**config.mk**
```make
export PLATFORM = sky130hd
export DESIGN_NAME = wdo_top
export DESIGN_NICKNAME = d
export VERILOG_FILES = /design/src/verilog/wdo_pkg.sv /design/src/verilog/wdo_top.sv
export SDC_FILE = /design/constraint.sdc
export NUM_CORES = 1
export LEC_CHECK = 0
export BUFFER_PORTS_ARGS = -buffer_cell sky130_fd_sc_hd__buf_2
export CAP_MARGIN = 15
export CORE_AREA = 2 2 97 99
export DETAILED_ROUTE_END_ITERATION = 8
export DIE_AREA = 0 0 99 101
export GPL_TIMING_DRIVEN = 0
export PLACE_DENSITY = 0.79
export SETUP_SLACK_MARGIN = 0.3
export SLEW_MARGIN = 10
export SYNTH_ARGS = -nofsm -noshare
export SYNTH_HDL_FRONTEND = slang
export SYNTH_SLANG_ARGS = --single-unit
```
**constraint.sdc**
```tcl
create_clock -name sys_clk -period 3 [get_ports sys_clk]
set_input_delay 0.6 -clock sys_clk [delete_from_list [all_inputs] [get_ports sys_clk]]
set_output_delay 0.6 -clock sys_clk [all_outputs]
set_load 0.005 [all_outputs]
```
**src/verilog/wdo_pkg.sv**
```systemverilog
// constants, field layouts and carriers of the watchdog with write-once options
// assumes: APB with 32-bit data, one aligned word per register
package wdo_pkg;
    localparam int             ADDR_W        = 18;
    // printed offsets are register indices; byte address is four times the index
    localparam logic [7:0]     IDX_OPT2      = 8'h1e;
    localparam logic [7:0]     IDX_OPT1      = 8'h1f;
    localparam logic [7:0]     IDX_STATUS    = 8'h20;
    localparam logic [15:0]    IDX_CLEAR     = 16'hffff;
    localparam logic [17:0]    ADDR_OPT2     = {8'h00, IDX_OPT2, 2'h0};
    localparam logic [17:0]    ADDR_OPT1     = {8'h00, IDX_OPT1, 2'h0};
    localparam logic [17:0]    ADDR_STATUS   = {8'h00, IDX_STATUS, 2'h0};
    localparam logic [17:0]    ADDR_CLEAR    = {IDX_CLEAR, 2'h0};
    localparam logic [7:0]     OPT_RESET     = 8'h00;

    // option_register_one bit positions
    localparam int             B1_RATE       = 7;
    localparam int             B1_LV_STOP    = 6;
    localparam int             B1_LV_RSTD    = 5;
    localparam int             B1_LV_PWRD    = 4;
    localparam int             B1_LV_RANGE   = 3;
    localparam int             B1_SHORT_STOP_RECOVERY      = 2;
    localparam int             B1_STOP_EN    = 1;
    localparam int             B1_WD_DIS     = 0;
    // option_register_two bit positions
    localparam int             B2_OSC_STOP   = 1;
    localparam int             B2_BAUD_SEL   = 0;
    // status register bit positions
    localparam int             BS_WD_FLAG    = 0;
    localparam int             BS_IN_STOP    = 1;
    localparam int             BS_WD_ACTIVE  = 2;
    localparam int             BS_MON_LATCH  = 3;

    // times in crystal clock cycles, then stage widths and the lowest cleared stage
    localparam int             WD_LONG_CYC   = 262128;
    localparam int             WD_SHORT_CYC  = 8176;
    localparam int             REC_SHORT_CYC = 32;
    localparam int             REC_LONG_CYC  = 4096;
    localparam int             POR_CYC       = 4096;
    localparam int             WD_PULSE_CYC  = 32;
    localparam int             PRE_W         = 12;
    localparam int             CNT_W         = 6;
    localparam int             SHORT_PRE_W   = 7;
    localparam int             CLR_LO        = 4;

    typedef enum logic [2:0] {
        WDO_RUN     = 3'b001,
        WDO_STOP    = 3'b010,
        WDO_RECOVER = 3'b100
    } wdo_pm_t;

    typedef struct packed {
        logic osc_enable;
        logic serial_baud_clock_select;
        logic lowvolt_power_on;
        logic lowvolt_reset_enable;
        logic lowvolt_range_select;
    } wdo_opt_out_t;
endpackage

```
**src/verilog/wdo_top.sv**
```systemverilog
// watchdog with write-once option registers, APB slave
// assumes: sys_clk is the crystal clock; sys_reset_req and cpu strobes are on sys_clk;
// test voltage detectors are asynchronous
// Contract
// - each option register takes only the first write after any reset
// - every reset clears option bits, except the voltage range bit
// - range bit cleared and re-armed for writing only by power-on reset
// - option registers decode at their addresses and read back anytime
// - oscillator runs in stop only when osc_run_in_stop is set
// - baud select picks bus clock when set, oscillator when clear
// - rate select: timeout 8176 cycles when set, 262128 when clear
// - monitor runs in stop if stop enable set and power disable clear
// - reset disable blocks monitor resets; power disable powers monitor down
// - range bit selects 5-V mode when set, 3-V when clear
// - stop recovery 32 cycles with short bit, else or via reset 4096
// - stop with stop enable clear is illegal opcode and resets
// - watchdog disable bit turns watchdog off entirely
// - 6-bit counter after 12-bit prescaler; overflow makes a reset
// - any clear-port write clears counter and prescaler stages 12 to 5
// - clear-port read returns the reset vector low byte
// - watchdog reset drives reset pin low 32 cycles, sets flag
// - stop entry stops watchdog clock and clears its prescaler
// - prescaler cleared 4096 cycles after power-on
// - internal reset clears prescaler and counter
// - reset vector fetch clears the prescaler
// - test voltage monitor entry disables watchdog while voltage remains
// - blank-vector monitor entry disables watchdog until power-on reset
//
// Register access over APB was decided locally.
`timescale 1ns/100ps
module wdo_top #(
    parameter int WD_LONG  = wdo_pkg::WD_LONG_CYC,
    parameter int WD_SHORT = wdo_pkg::WD_SHORT_CYC
) (
    input  wire logic                        sys_clk,
    input  wire logic                        nrst,
    input  wire logic                        psel,
    input  wire logic                        penable,
    input  wire logic                        pwrite,
    input  wire logic [wdo_pkg::ADDR_W-1:0]  paddr,
    input  wire logic [31:0]                 pwdata,
    output logic      [31:0]                 prdata,
    output logic                             pready,
    output logic                             pslverr,
    input  wire logic                        sys_reset_req,
    input  wire logic [7:0]                  reset_vector_lo,
    input  wire logic                        vector_fetch,
    input  wire logic                        stop_exec,
    input  wire logic                        wakeup_req,
    input  wire logic                        wakeup_by_reset,
    input  wire logic                        monitor_mode,
    input  wire logic                        monitor_blank_entry,
    input  wire logic                        test_voltage_irq,
    input  wire logic                        test_voltage_rst,
    output wdo_pkg::wdo_opt_out_t            opt_out,
    output logic                             in_stop,
    output logic                             stop_release,
    output logic                             illegal_stop_reset,
    output logic                             rst_pin_out,
    output logic                             rst_pin_oe
);
    localparam int FULL_W = wdo_pkg::CNT_W + wdo_pkg::PRE_W;
    localparam int SHRT_W = wdo_pkg::CNT_W + wdo_pkg::SHORT_PRE_W;

    initial begin
        if (WD_LONG < wdo_pkg::WD_PULSE_CYC || WD_LONG > (1 << FULL_W))
            $error("WD_LONG out of range");
        if (WD_SHORT < wdo_pkg::WD_PULSE_CYC || WD_SHORT > (1 << SHRT_W))
            $error("WD_SHORT out of range");
    end

    localparam logic [FULL_W-1:0] LONG_LAST  = FULL_W'(WD_LONG - 1);
    localparam logic [SHRT_W-1:0] SHORT_LAST = SHRT_W'(WD_SHORT - 1);
    localparam logic [12:0]       REC_SHORT  = 13'(wdo_pkg::REC_SHORT_CYC - 1);
    localparam logic [12:0]       REC_LONG   = 13'(wdo_pkg::REC_LONG_CYC - 1);
    localparam logic [12:0]       POR_LAST   = 13'(wdo_pkg::POR_CYC - 1);
    localparam logic [5:0]        PULSE_LAST = 6'(wdo_pkg::WD_PULSE_CYC - 1);

    // state
    logic [7:0]                  opt1;
    logic [7:0]                  opt2;
    logic                        range_bit;
    logic                        done1;
    logic                        done2;
    logic                        range_done;
    logic [wdo_pkg::PRE_W-1:0]   pre;
    logic [wdo_pkg::CNT_W-1:0]   cnt;
    logic [12:0]                 por_cnt;
    logic                        por_done;
    logic [12:0]                 rec_cnt;
    logic [5:0]                  pulse_cnt;
    logic                        pulsing;
    logic                        wd_flag;
    logic                        blank_latch;
    logic                        irq_meta;
    logic                        irq_sync;
    logic                        rst_meta;
    logic                        rst_sync;
    wdo_pkg::wdo_pm_t            pm;
    wdo_pkg::wdo_pm_t            next_pm;

    // bus decode
    wire apb_access = psel & penable;
    wire hit_opt1   = paddr == wdo_pkg::ADDR_OPT1;
    wire hit_opt2   = paddr == wdo_pkg::ADDR_OPT2;
    wire hit_stat   = paddr == wdo_pkg::ADDR_STATUS;
    wire hit_clr    = paddr == wdo_pkg::ADDR_CLEAR;
    wire mapped     = hit_opt1 | hit_opt2 | hit_stat | hit_clr;
    wire wr         = apb_access & pwrite;
    wire wr_opt1    = wr & hit_opt1 & ~done1;
    wire wr_opt2    = wr & hit_opt2 & ~done2;
    wire wr_range   = wr & hit_opt1 & ~range_done;
    wire wr_clear   = wr & hit_clr;

    assign pready  = 1'b1;
    assign pslverr = apb_access & ~mapped;

    // option fields
    wire rate_sel   = opt1[wdo_pkg::B1_RATE];
    wire lv_stop    = opt1[wdo_pkg::B1_LV_STOP];
    wire lv_rstd    = opt1[wdo_pkg::B1_LV_RSTD];
    wire lv_pwrd    = opt1[wdo_pkg::B1_LV_PWRD];
    wire short_stop_recovery      = opt1[wdo_pkg::B1_SHORT_STOP_RECOVERY];
    wire stop_en    = opt1[wdo_pkg::B1_STOP_EN];
    wire wd_dis     = opt1[wdo_pkg::B1_WD_DIS];
    wire osc_stop   = opt2[wdo_pkg::B2_OSC_STOP];
    wire baud_sel   = opt2[wdo_pkg::B2_BAUD_SEL];

    wire [7:0] opt1_view = {opt1[7:4], range_bit, opt1[2:0]};

    // internal reset: any system reset or our own overflow
    wire wd_fire;
    wire int_rst    = sys_reset_req | wd_fire;

    wire tst_hold   = monitor_mode & (irq_sync | rst_sync);
    wire wd_active  = ~wd_dis & ~tst_hold & ~blank_latch;
    wire wd_clocked = wd_active & (pm != wdo_pkg::WDO_STOP);

    // timeout compare: short rate looks at the low prescaler stages only
    wire [FULL_W-1:0] elapsed_full  = {cnt, pre};
    wire [SHRT_W-1:0] elapsed_short = {cnt, pre[wdo_pkg::SHORT_PRE_W-1:0]};
    wire at_limit = rate_sel ? (elapsed_short == SHORT_LAST)
                             : (elapsed_full == LONG_LAST);
    assign wd_fire = wd_clocked & at_limit & ~pulsing;

    wire pre_carry = rate_sel ? (&pre[wdo_pkg::SHORT_PRE_W-1:0]) : (&pre);
    wire por_tick  = ~por_done & (por_cnt == POR_LAST);
    wire pre_clear = int_rst | vector_fetch | por_tick | ~por_done
                   | (pm == wdo_pkg::WDO_STOP);

    // read mux
    wire [7:0] stat_view = {4'h0, blank_latch, wd_active, in_stop, wd_flag};
    wire [7:0] rd_byte = hit_opt1 ? opt1_view :
                         hit_opt2 ? opt2 :
                         hit_stat ? stat_view :
                         hit_clr  ? reset_vector_lo : 8'h00;

    // power mode sequencing
    wire stop_ok   = stop_exec & stop_en;
    wire stop_bad  = stop_exec & ~stop_en;
    wire rec_done  = rec_cnt == 13'h0000;
    wire [12:0] rec_load = (short_stop_recovery & ~wakeup_by_reset) ? REC_SHORT : REC_LONG;

    always_comb begin
        next_pm = pm;
        unique case (pm)
            wdo_pkg::WDO_RUN: begin
                if (stop_ok) begin
                    next_pm = wdo_pkg::WDO_STOP;
                end
            end
            wdo_pkg::WDO_STOP: begin
                if (wakeup_req) begin
                    next_pm = wdo_pkg::WDO_RECOVER;
                end
            end
            wdo_pkg::WDO_RECOVER: begin
                if (rec_done) begin
                    next_pm = wdo_pkg::WDO_RUN;
                end
            end
            default: next_pm = wdo_pkg::WDO_RUN;
        endcase
    end

    // outputs to other units
    assign in_stop = pm == wdo_pkg::WDO_STOP;
    assign opt_out.osc_enable               = ~in_stop | osc_stop;
    assign opt_out.serial_baud_clock_select = baud_sel;
    assign opt_out.lowvolt_power_on         = ~lv_pwrd & (~in_stop | lv_stop);
    assign opt_out.lowvolt_reset_enable     = ~lv_rstd & ~lv_pwrd;
    assign opt_out.lowvolt_range_select     = range_bit;
    assign rst_pin_out = 1'b0;
    assign rst_pin_oe  = pulsing;

    // test voltage synchronisers
    always_ff @(posedge sys_clk or negedge nrst) begin
        if (!nrst) begin
            irq_meta <= 1'b0;
            irq_sync <= 1'b0;
            rst_meta <= 1'b0;
            rst_sync <= 1'b0;
        end else begin
            irq_meta <= test_voltage_irq;
            irq_sync <= irq_meta;
            rst_meta <= test_voltage_rst;
            rst_sync <= rst_meta;
        end
    end

    // option registers
    always_ff @(posedge sys_clk or negedge nrst) begin
        if (!nrst) begin
            opt1  <= wdo_pkg::OPT_RESET;
            opt2  <= wdo_pkg::OPT_RESET;
            done1 <= 1'b0;
            done2 <= 1'b0;
        end else if (int_rst) begin
            opt1  <= wdo_pkg::OPT_RESET;
            opt2  <= wdo_pkg::OPT_RESET;
            done1 <= 1'b0;
            done2 <= 1'b0;
        end else begin
            if (wr_opt1) begin
                opt1  <= pwdata[7:0];
                done1 <= 1'b1;
            end
            if (wr_opt2) begin
                opt2  <= pwdata[7:0];
                done2 <= 1'b1;
            end
        end
    end

    // range bit lives on power-on reset only
    always_ff @(posedge sys_clk or negedge nrst) begin
        if (!nrst) begin
            range_bit  <= 1'b0;
            range_done <= 1'b0;
        end else if (wr_range) begin
            range_bit  <= pwdata[wdo_pkg::B1_LV_RANGE];
            range_done <= 1'b1;
        end
    end

    // power-on settle count
    always_ff @(posedge sys_clk or negedge nrst) begin
        if (!nrst) begin
            por_cnt  <= 13'h0000;
            por_done <= 1'b0;
        end else if (!por_done) begin
            por_cnt  <= por_cnt + 13'h0001;
            por_done <= por_tick;
        end
    end

    // prescaler and counter
    always_ff @(posedge sys_clk or negedge nrst) begin
        if (!nrst) begin
            pre <= '0;
        end else if (pre_clear) begin
            pre <= '0;
        end else if (wr_clear) begin
            pre[wdo_pkg::PRE_W-1:wdo_pkg::CLR_LO] <= '0;
        end else if (wd_clocked) begin
            pre <= pre + 1'b1;
        end
    end

    always_ff @(posedge sys_clk or negedge nrst) begin
        if (!nrst) begin
            cnt <= '0;
        end else if (int_rst | wr_clear) begin
            cnt <= '0;
        end else if (wd_clocked & ~pre_clear & pre_carry) begin
            cnt <= cnt + 1'b1;
        end
    end

    // reset pin pulse and cause flag; set wins over clear
    always_ff @(posedge sys_clk or negedge nrst) begin
        if (!nrst) begin
            pulsing   <= 1'b0;
            pulse_cnt <= 6'h00;
            wd_flag   <= 1'b0;
        end else begin
            if (wd_fire) begin
                pulsing   <= 1'b1;
                pulse_cnt <= 6'h00;
            end else if (pulsing) begin
                pulse_cnt <= pulse_cnt + 6'h01;
                pulsing   <= pulse_cnt != PULSE_LAST;
            end
            if (wd_fire) begin
                wd_flag <= 1'b1;
            end else if (sys_reset_req & ~pulsing) begin
                wd_flag <= 1'b0;
            end
        end
    end

    // blank-vector monitor latch
    always_ff @(posedge sys_clk or negedge nrst) begin
        if (!nrst) begin
            blank_latch <= 1'b0;
        end else if (monitor_blank_entry) begin
            blank_latch <= 1'b1;
        end
    end

    // power mode and recovery
    always_ff @(posedge sys_clk or negedge nrst) begin
        if (!nrst) begin
            pm                 <= wdo_pkg::WDO_RUN;
            rec_cnt            <= 13'h0000;
            stop_release       <= 1'b0;
            illegal_stop_reset <= 1'b0;
        end else begin
            pm                 <= next_pm;
            stop_release       <= (pm == wdo_pkg::WDO_RECOVER) & rec_done;
            illegal_stop_reset <= (pm == wdo_pkg::WDO_RUN) & stop_bad;
            if (in_stop & wakeup_req) begin
                rec_cnt <= rec_load;
            end else if (!rec_done) begin
                rec_cnt <= rec_cnt - 13'h0001;
            end
        end
    end

    // APB read data from flip-flops, loaded in the setup cycle
    always_ff @(posedge sys_clk or negedge nrst) begin
        if (!nrst) begin
            prdata <= 32'h00000000;
        end else if (psel & ~penable & ~pwrite) begin
            prdata <= {24'h000000, rd_byte};
        end
    end
endmodule

```
After elaboration in Yosys (flattened, before gate mapping)
Cells that the tools add are included.
{"block": "word_totals", "reg_bits": 91, "input_bits": 72, "out_inout_bits": 44, "wordCells": 150}
{"block": "classes", "add_sub_neg": 5, "n_eq_ne": 17, "n_mux": 34, "n_bitwise": 58, "reduce_logical": 12}
{"op": "2-to-1 mux 8 bit", "count": 9}
{"op": "equality test 18 bit (second input constant)", "count": 2}
{"op": "equality test 18 x 7 -> 1 bit (second input constant)", "count": 2}
{"op": "2-to-1 mux 12 bit", "count": 3}
{"op": "AND 1 bit", "count": 29}
{"op": "2-to-1 mux 13 bit", "count": 2}
{"op": "2-to-1 mux 6 bit", "count": 4}
{"op": "equality test 18 x 8 -> 1 bit (second input constant)", "count": 1}
{"op": "inverter 1 bit", "count": 17}
{"op": "adder 13 x 1 -> 13 bit (second input constant)", "count": 1}
{"op": "equality test 13 x 12 -> 1 bit (second input constant)", "count": 1}
{"op": "equality test 13 bit (second input constant)", "count": 1}
{"op": "zero test 13 bit", "count": 1}
{"op": "subtractor 13 x 1 -> 13 bit (second input constant)", "count": 1}
{"op": "adder 12 x 1 -> 12 bit (second input constant)", "count": 1}
{"op": "adder 6 x 1 -> 6 bit (second input constant)", "count": 2}
{"op": "bitwise OR 1 bit", "count": 12}
{"op": "AND reduction 12 bit", "count": 1}
{"op": "nonzero test 2 bit", "count": 6}
{"op": "2-to-1 mux 1 bit", "count": 11}
{"op": "2-to-1 mux 3 bit", "count": 3}
{"op": "one-hot mux 3 bit (3 select lines)", "count": 1}
{"op": "AND reduction 7 bit", "count": 1}
{"op": "!= test 2 bit (second input constant)", "count": 3}
{"op": "10 further kinds", "count": 11}

Longest topological paths before layout
{"block": "depth", "word_depth": 18, "ltp_mapped": 8, "depth_no_buf": 6}

Worst setup path after synthesis
Ideal clock, no wire load.
{"block": "synth_path", "kind": "input-to-output", "startpoint": "input port paddr[1] in the netlist's numbering", "endpoint": "output port pslverr", "t_arrival_ns": 1.879, "required_time_ns": 2.400, "slack_ns": 0.521, "cell_stages": 5, "n_path_buf": 0, "cell_sequence": "or3b_1 > nor3_2 > and2_1 > a2111oi_0 > and3_1"}
{"block": "synth_between", "elab_chain_len": 6, "elab_cells_between_ends": 9, "cone_classes": "4 x eq/ne; 5 x bitwise"}
{"item": "start, declared", "line": "wdo_top.sv:40", "source": "input wire logic [wdo_pkg::ADDR_W-1:0] paddr,"}
{"item": "equality test 18 x 7 -> 1 bit, on equally long branches", "line": "wdo_top.sv:104, wdo_top.sv:105"}
{"item": "bitwise OR 1 bit (2 in series)", "line": "wdo_top.sv:108", "source": "wire mapped = hit_opt1 | hit_opt2 | hit_stat | hit_clr;"}
{"item": "bitwise OR 1 bit *", "line": "wdo_top.sv:108"}
{"item": "inverter 1 bit *", "line": "wdo_top.sv:116", "source": "assign pslverr = apb_access & ~mapped;"}
{"item": "AND 1 bit *", "line": "wdo_top.sv:116"}
{"item": "end, declared", "line": "wdo_top.sv:44", "source": "output logic pslverr,"}
Mark *: on every way between the ends. The rest lies on a longest branch, timed or not.

Final worst setup path
Same ends and word-level chain as after synthesis.

==> reports/metrics.yaml <==
placed_design:
  placement.io_buffers: 65
  place.gp.congestion: 0.886
  detailedPlace.worstSlack_ns: 0.131
  post-place-cells: 683
  place.detailed.hpwl_um: 7770
setup_path:
  critPathLaunchType: "primary input"
  critical_path_class: "primary input to primary output"
  critical_path_required_ns: 2.40
  critical_path.max_fanout: 5
  worstSetupEndpointType: "primary output"
  critPathArrivalTime_ns: 2.00
pwr:
  vdd_ir_drop_max_mv: 0.196
  cellInternalPower_uw: 1740
  p_sw_uw: 538
  sw_frac_of_total_pct: 23.6
  seqPwrFrac_pct: 54.5
  power.leakage_uw: 0.00258
  power_per_cell_area_nw_per_um2: 410
  power.combinational.fraction_pct: 7.4
  pwr-share-clk_pct: 38.1
yosys:
  syn-instance-count: 482
  synth.top_cells.by_count: "dfrtp_1, nor2_1, nand3_1, buf_4, nand2_1"
  post-synth-top-count-cell: "dfrtp_1"
  yosys_top_cell_area_share_pct: 47.3
  synthArstFlopShare_pct: 100
  ys.flop_type: "dfrtp_1"
  number_of_synthesized_flops_with_an_enable_pin: 0
  postSynthRegisterBits: 90
  yosys_warnings: 0
  synth.yosys.seq_area_share_pct: 47.9
  syn_area_per_cell_um2: 9.77
  synth.top_cells.by_area: "dfrtp_1, buf_4, nor2_1"
  syn-cell-area_um2: 4710
  yosysTopAreaCell: "dfrtp_1"
  synth_cell_type_count: 62
grt:
  grt_start_max_net_pins: 64
  antenna_found_initial: 0
  grt_pass1_vias: 3693
  wire_length_of_the_first_global_routing_pass_um: 17400
  globalRoute.totalOverflow: 0
  globalRouteTotalUtil_pct: 21.5
die:
  die_w_um: 99
  die-area_um2: 10000
  fp-row-count: 35
  start_util_pct: 52.4
  floorplan.core_area_um2: 8980
  top_level_ports: 116
  die_height_um: 101
timing:
  setup_repair_after_global_routing_missed_its_margin: "false"
  finalSetupViolCount: 0
  worst_slack_ns: 0.397
  period_share_pct: 86.8
  fin_crit_ns: 2.60
  worst_slew_pin_slew_ns: 0.858
  finClkSkew_ns: 0.0107
  final-max-slew-violation-count: 0
  timing.fmax_mhz: 384
  fin_worst_hold_slack_ns: 0.162
  setup_total_negative_slack_ns: 0
  hold_violations: 0
  max_slew_headroom_at_the_worst_pin_pct: 42.5
outcome:
  run_status: "finished clean"
layout:
  final_core_util_pct: 62.0
  finalNetCount: 662
  drive_above_1_share_pct: 23.4
  area_growth_syn_to_layout_pct: 18.2
  layoutNonFillerInstCount: 701
  antenna_diodes: 0
detailed_routing:
  detail-route-antenna-nets: 0
  vias_per_cell: 5.64
  drt_pre_antenna_iters: 6
  detail_route.drc_violations: 0
  num_vias: 3953
  route.detailed.wl_per_inst_um: 15.1
  totalWireLength_um: 10600
  drt_iter0_drc: 225
clock_network:
  cts_made_buffers: 9
  cts_sinks: 90
  max-clock-path-buffers: 2
  clock_latency_ns: 0.35
  cts_tree: "yes"
  ctsHtreeMaxLevel: 3
  clock-root-buffer: "clkbuf_8"
  cts.clk_slew.worst_paths_ns: 0.09
hold_path:
  hp-class: "primary input to async pin"
flow_run:
  maxCapViolations: 0
registers in the layout (all words and copies together) (netlist names), 3 cells and up:
| signal | flops |
|---|---|
| por_cnt | 13 |
| rec_cnt | 13 |
| pre | 12 |
| opt2 | 8 |
| prdata | 8 |
| opt1 | 7 |
| cnt | 6 |
| pulse_cnt | 6 |
| pm | 3 |
what timing repair did:
item                                    CTS  global route
endpoints found under the setup margin    1             1
hold endpoints to repair                  0             0
gates resized for setup                   5             5
buffers inserted                          1             1
pin swaps                                 1             1
hold buffers                              0             0
layer usage:
layer  global-route usage, %  vias up  wire [um]
li1                        -     1885          -
met1                    29.4     1914       4560
met2                    35.6      140       5320
met3                    3.12       14        596
met4                    6.85        0        148
met5                       0        -          0
area by class of cell:
class,count,area (um2)
Multi-Input combinational cell,364,2280
Clock inverter,5,61.3
Timing Repair Buffer,68,370
Clock buffer,11,151
Sequential cell,90,2250
Buffer,41,265
Fill cell,749,3420
Tap cell,111,139
Inverter,11,41.3
power groups by stage:
stage / combinational (uW) / clock, uW / sequential, uW
2_1_floorplan: 67.1 / 0 / 1270
3_3_place_gp: 158 / 0 / 1270
3_5_place_dp: 165 / 0 / 1270
4_1_cts: 166 / 883 / 1240
5_1_grt: 191 / 942 / 1250
6_report: 169 / 871 / 1240
per-stage QoR:
stage / cell area (um2) / power [uW]
global placement: 5260 / 1430
floorplan: 4800 / 1330
CTS: 5530 / 2290
global route: 5560 / 2380
detailed placement: 5290 / 1430
finish: 5560 / 2280
worst paths after layout:
path / depth (start not counted) / start / to / slack (ns)
min reg2reg: 0 / rst_meta / rst_sync / 0.36
max reg2reg: 8 / pre[0] / opt1[7] / 0.47
max: 7 / paddr[1] / pslverr / 0.40
max in group asynchronous: 2 / nrst / range_done / 2.19
min in group sys_clk: 1 / test_voltage_irq / irq_meta / 0.35
min: 1 / nrst / por_cnt[5] / 0.16
placed cells by master, fill, tap and decap left out, types with 6 or more instances in the layout:
cell type	instances
and2_1	6
buf_4	31
dfrtp_1	89
clkbuf_1	7
nor3_1	19
nand2_1	28
conb_1	26
nand3_1	33
inv_1	11
and3_1	11
clkbuf_8	11
buf_2	67
nand4_1	14
xnor2_1	23
a21oi_1	8
o21ai_0	18
nor2_1	53
mux2i_1	18
a31oi_1	8
nor2b_1	6
nor4_1	6
worst max-delay path, cell delays in order:
cell,delay (ns)
buf_2,0.10
or3b_1,0.44
nor3_4,0.22
and2_1,0.26
a2111oi_2,0.06
and3_1,0.19
buf_2,0.12
cells by family (layout without fill, tap and decap cells):
| logic type | count (synthesis) | in the layout | synth area share, % |
|---|---|---|---|
| AND/OR/NAND/NOR | 219 | 219 | 25.1 |
| flip-flops | 90 | 90 | 47.9 |
| AO/OA/AOI/OAI | 65 | 65 | 9.30 |
| buffers and inverters | 52 | 136 | 6.46 |
| XOR/XNOR | 28 | 28 | 5.21 |
| multiplexers | 21 | 21 | 4.55 |
| adder cells (fa/ha/maj) | 5 | 5 | 1.33 |
| other | 2 | 26 | 0.160 |
No activity file was read; power rests on OpenSTA's default activity.
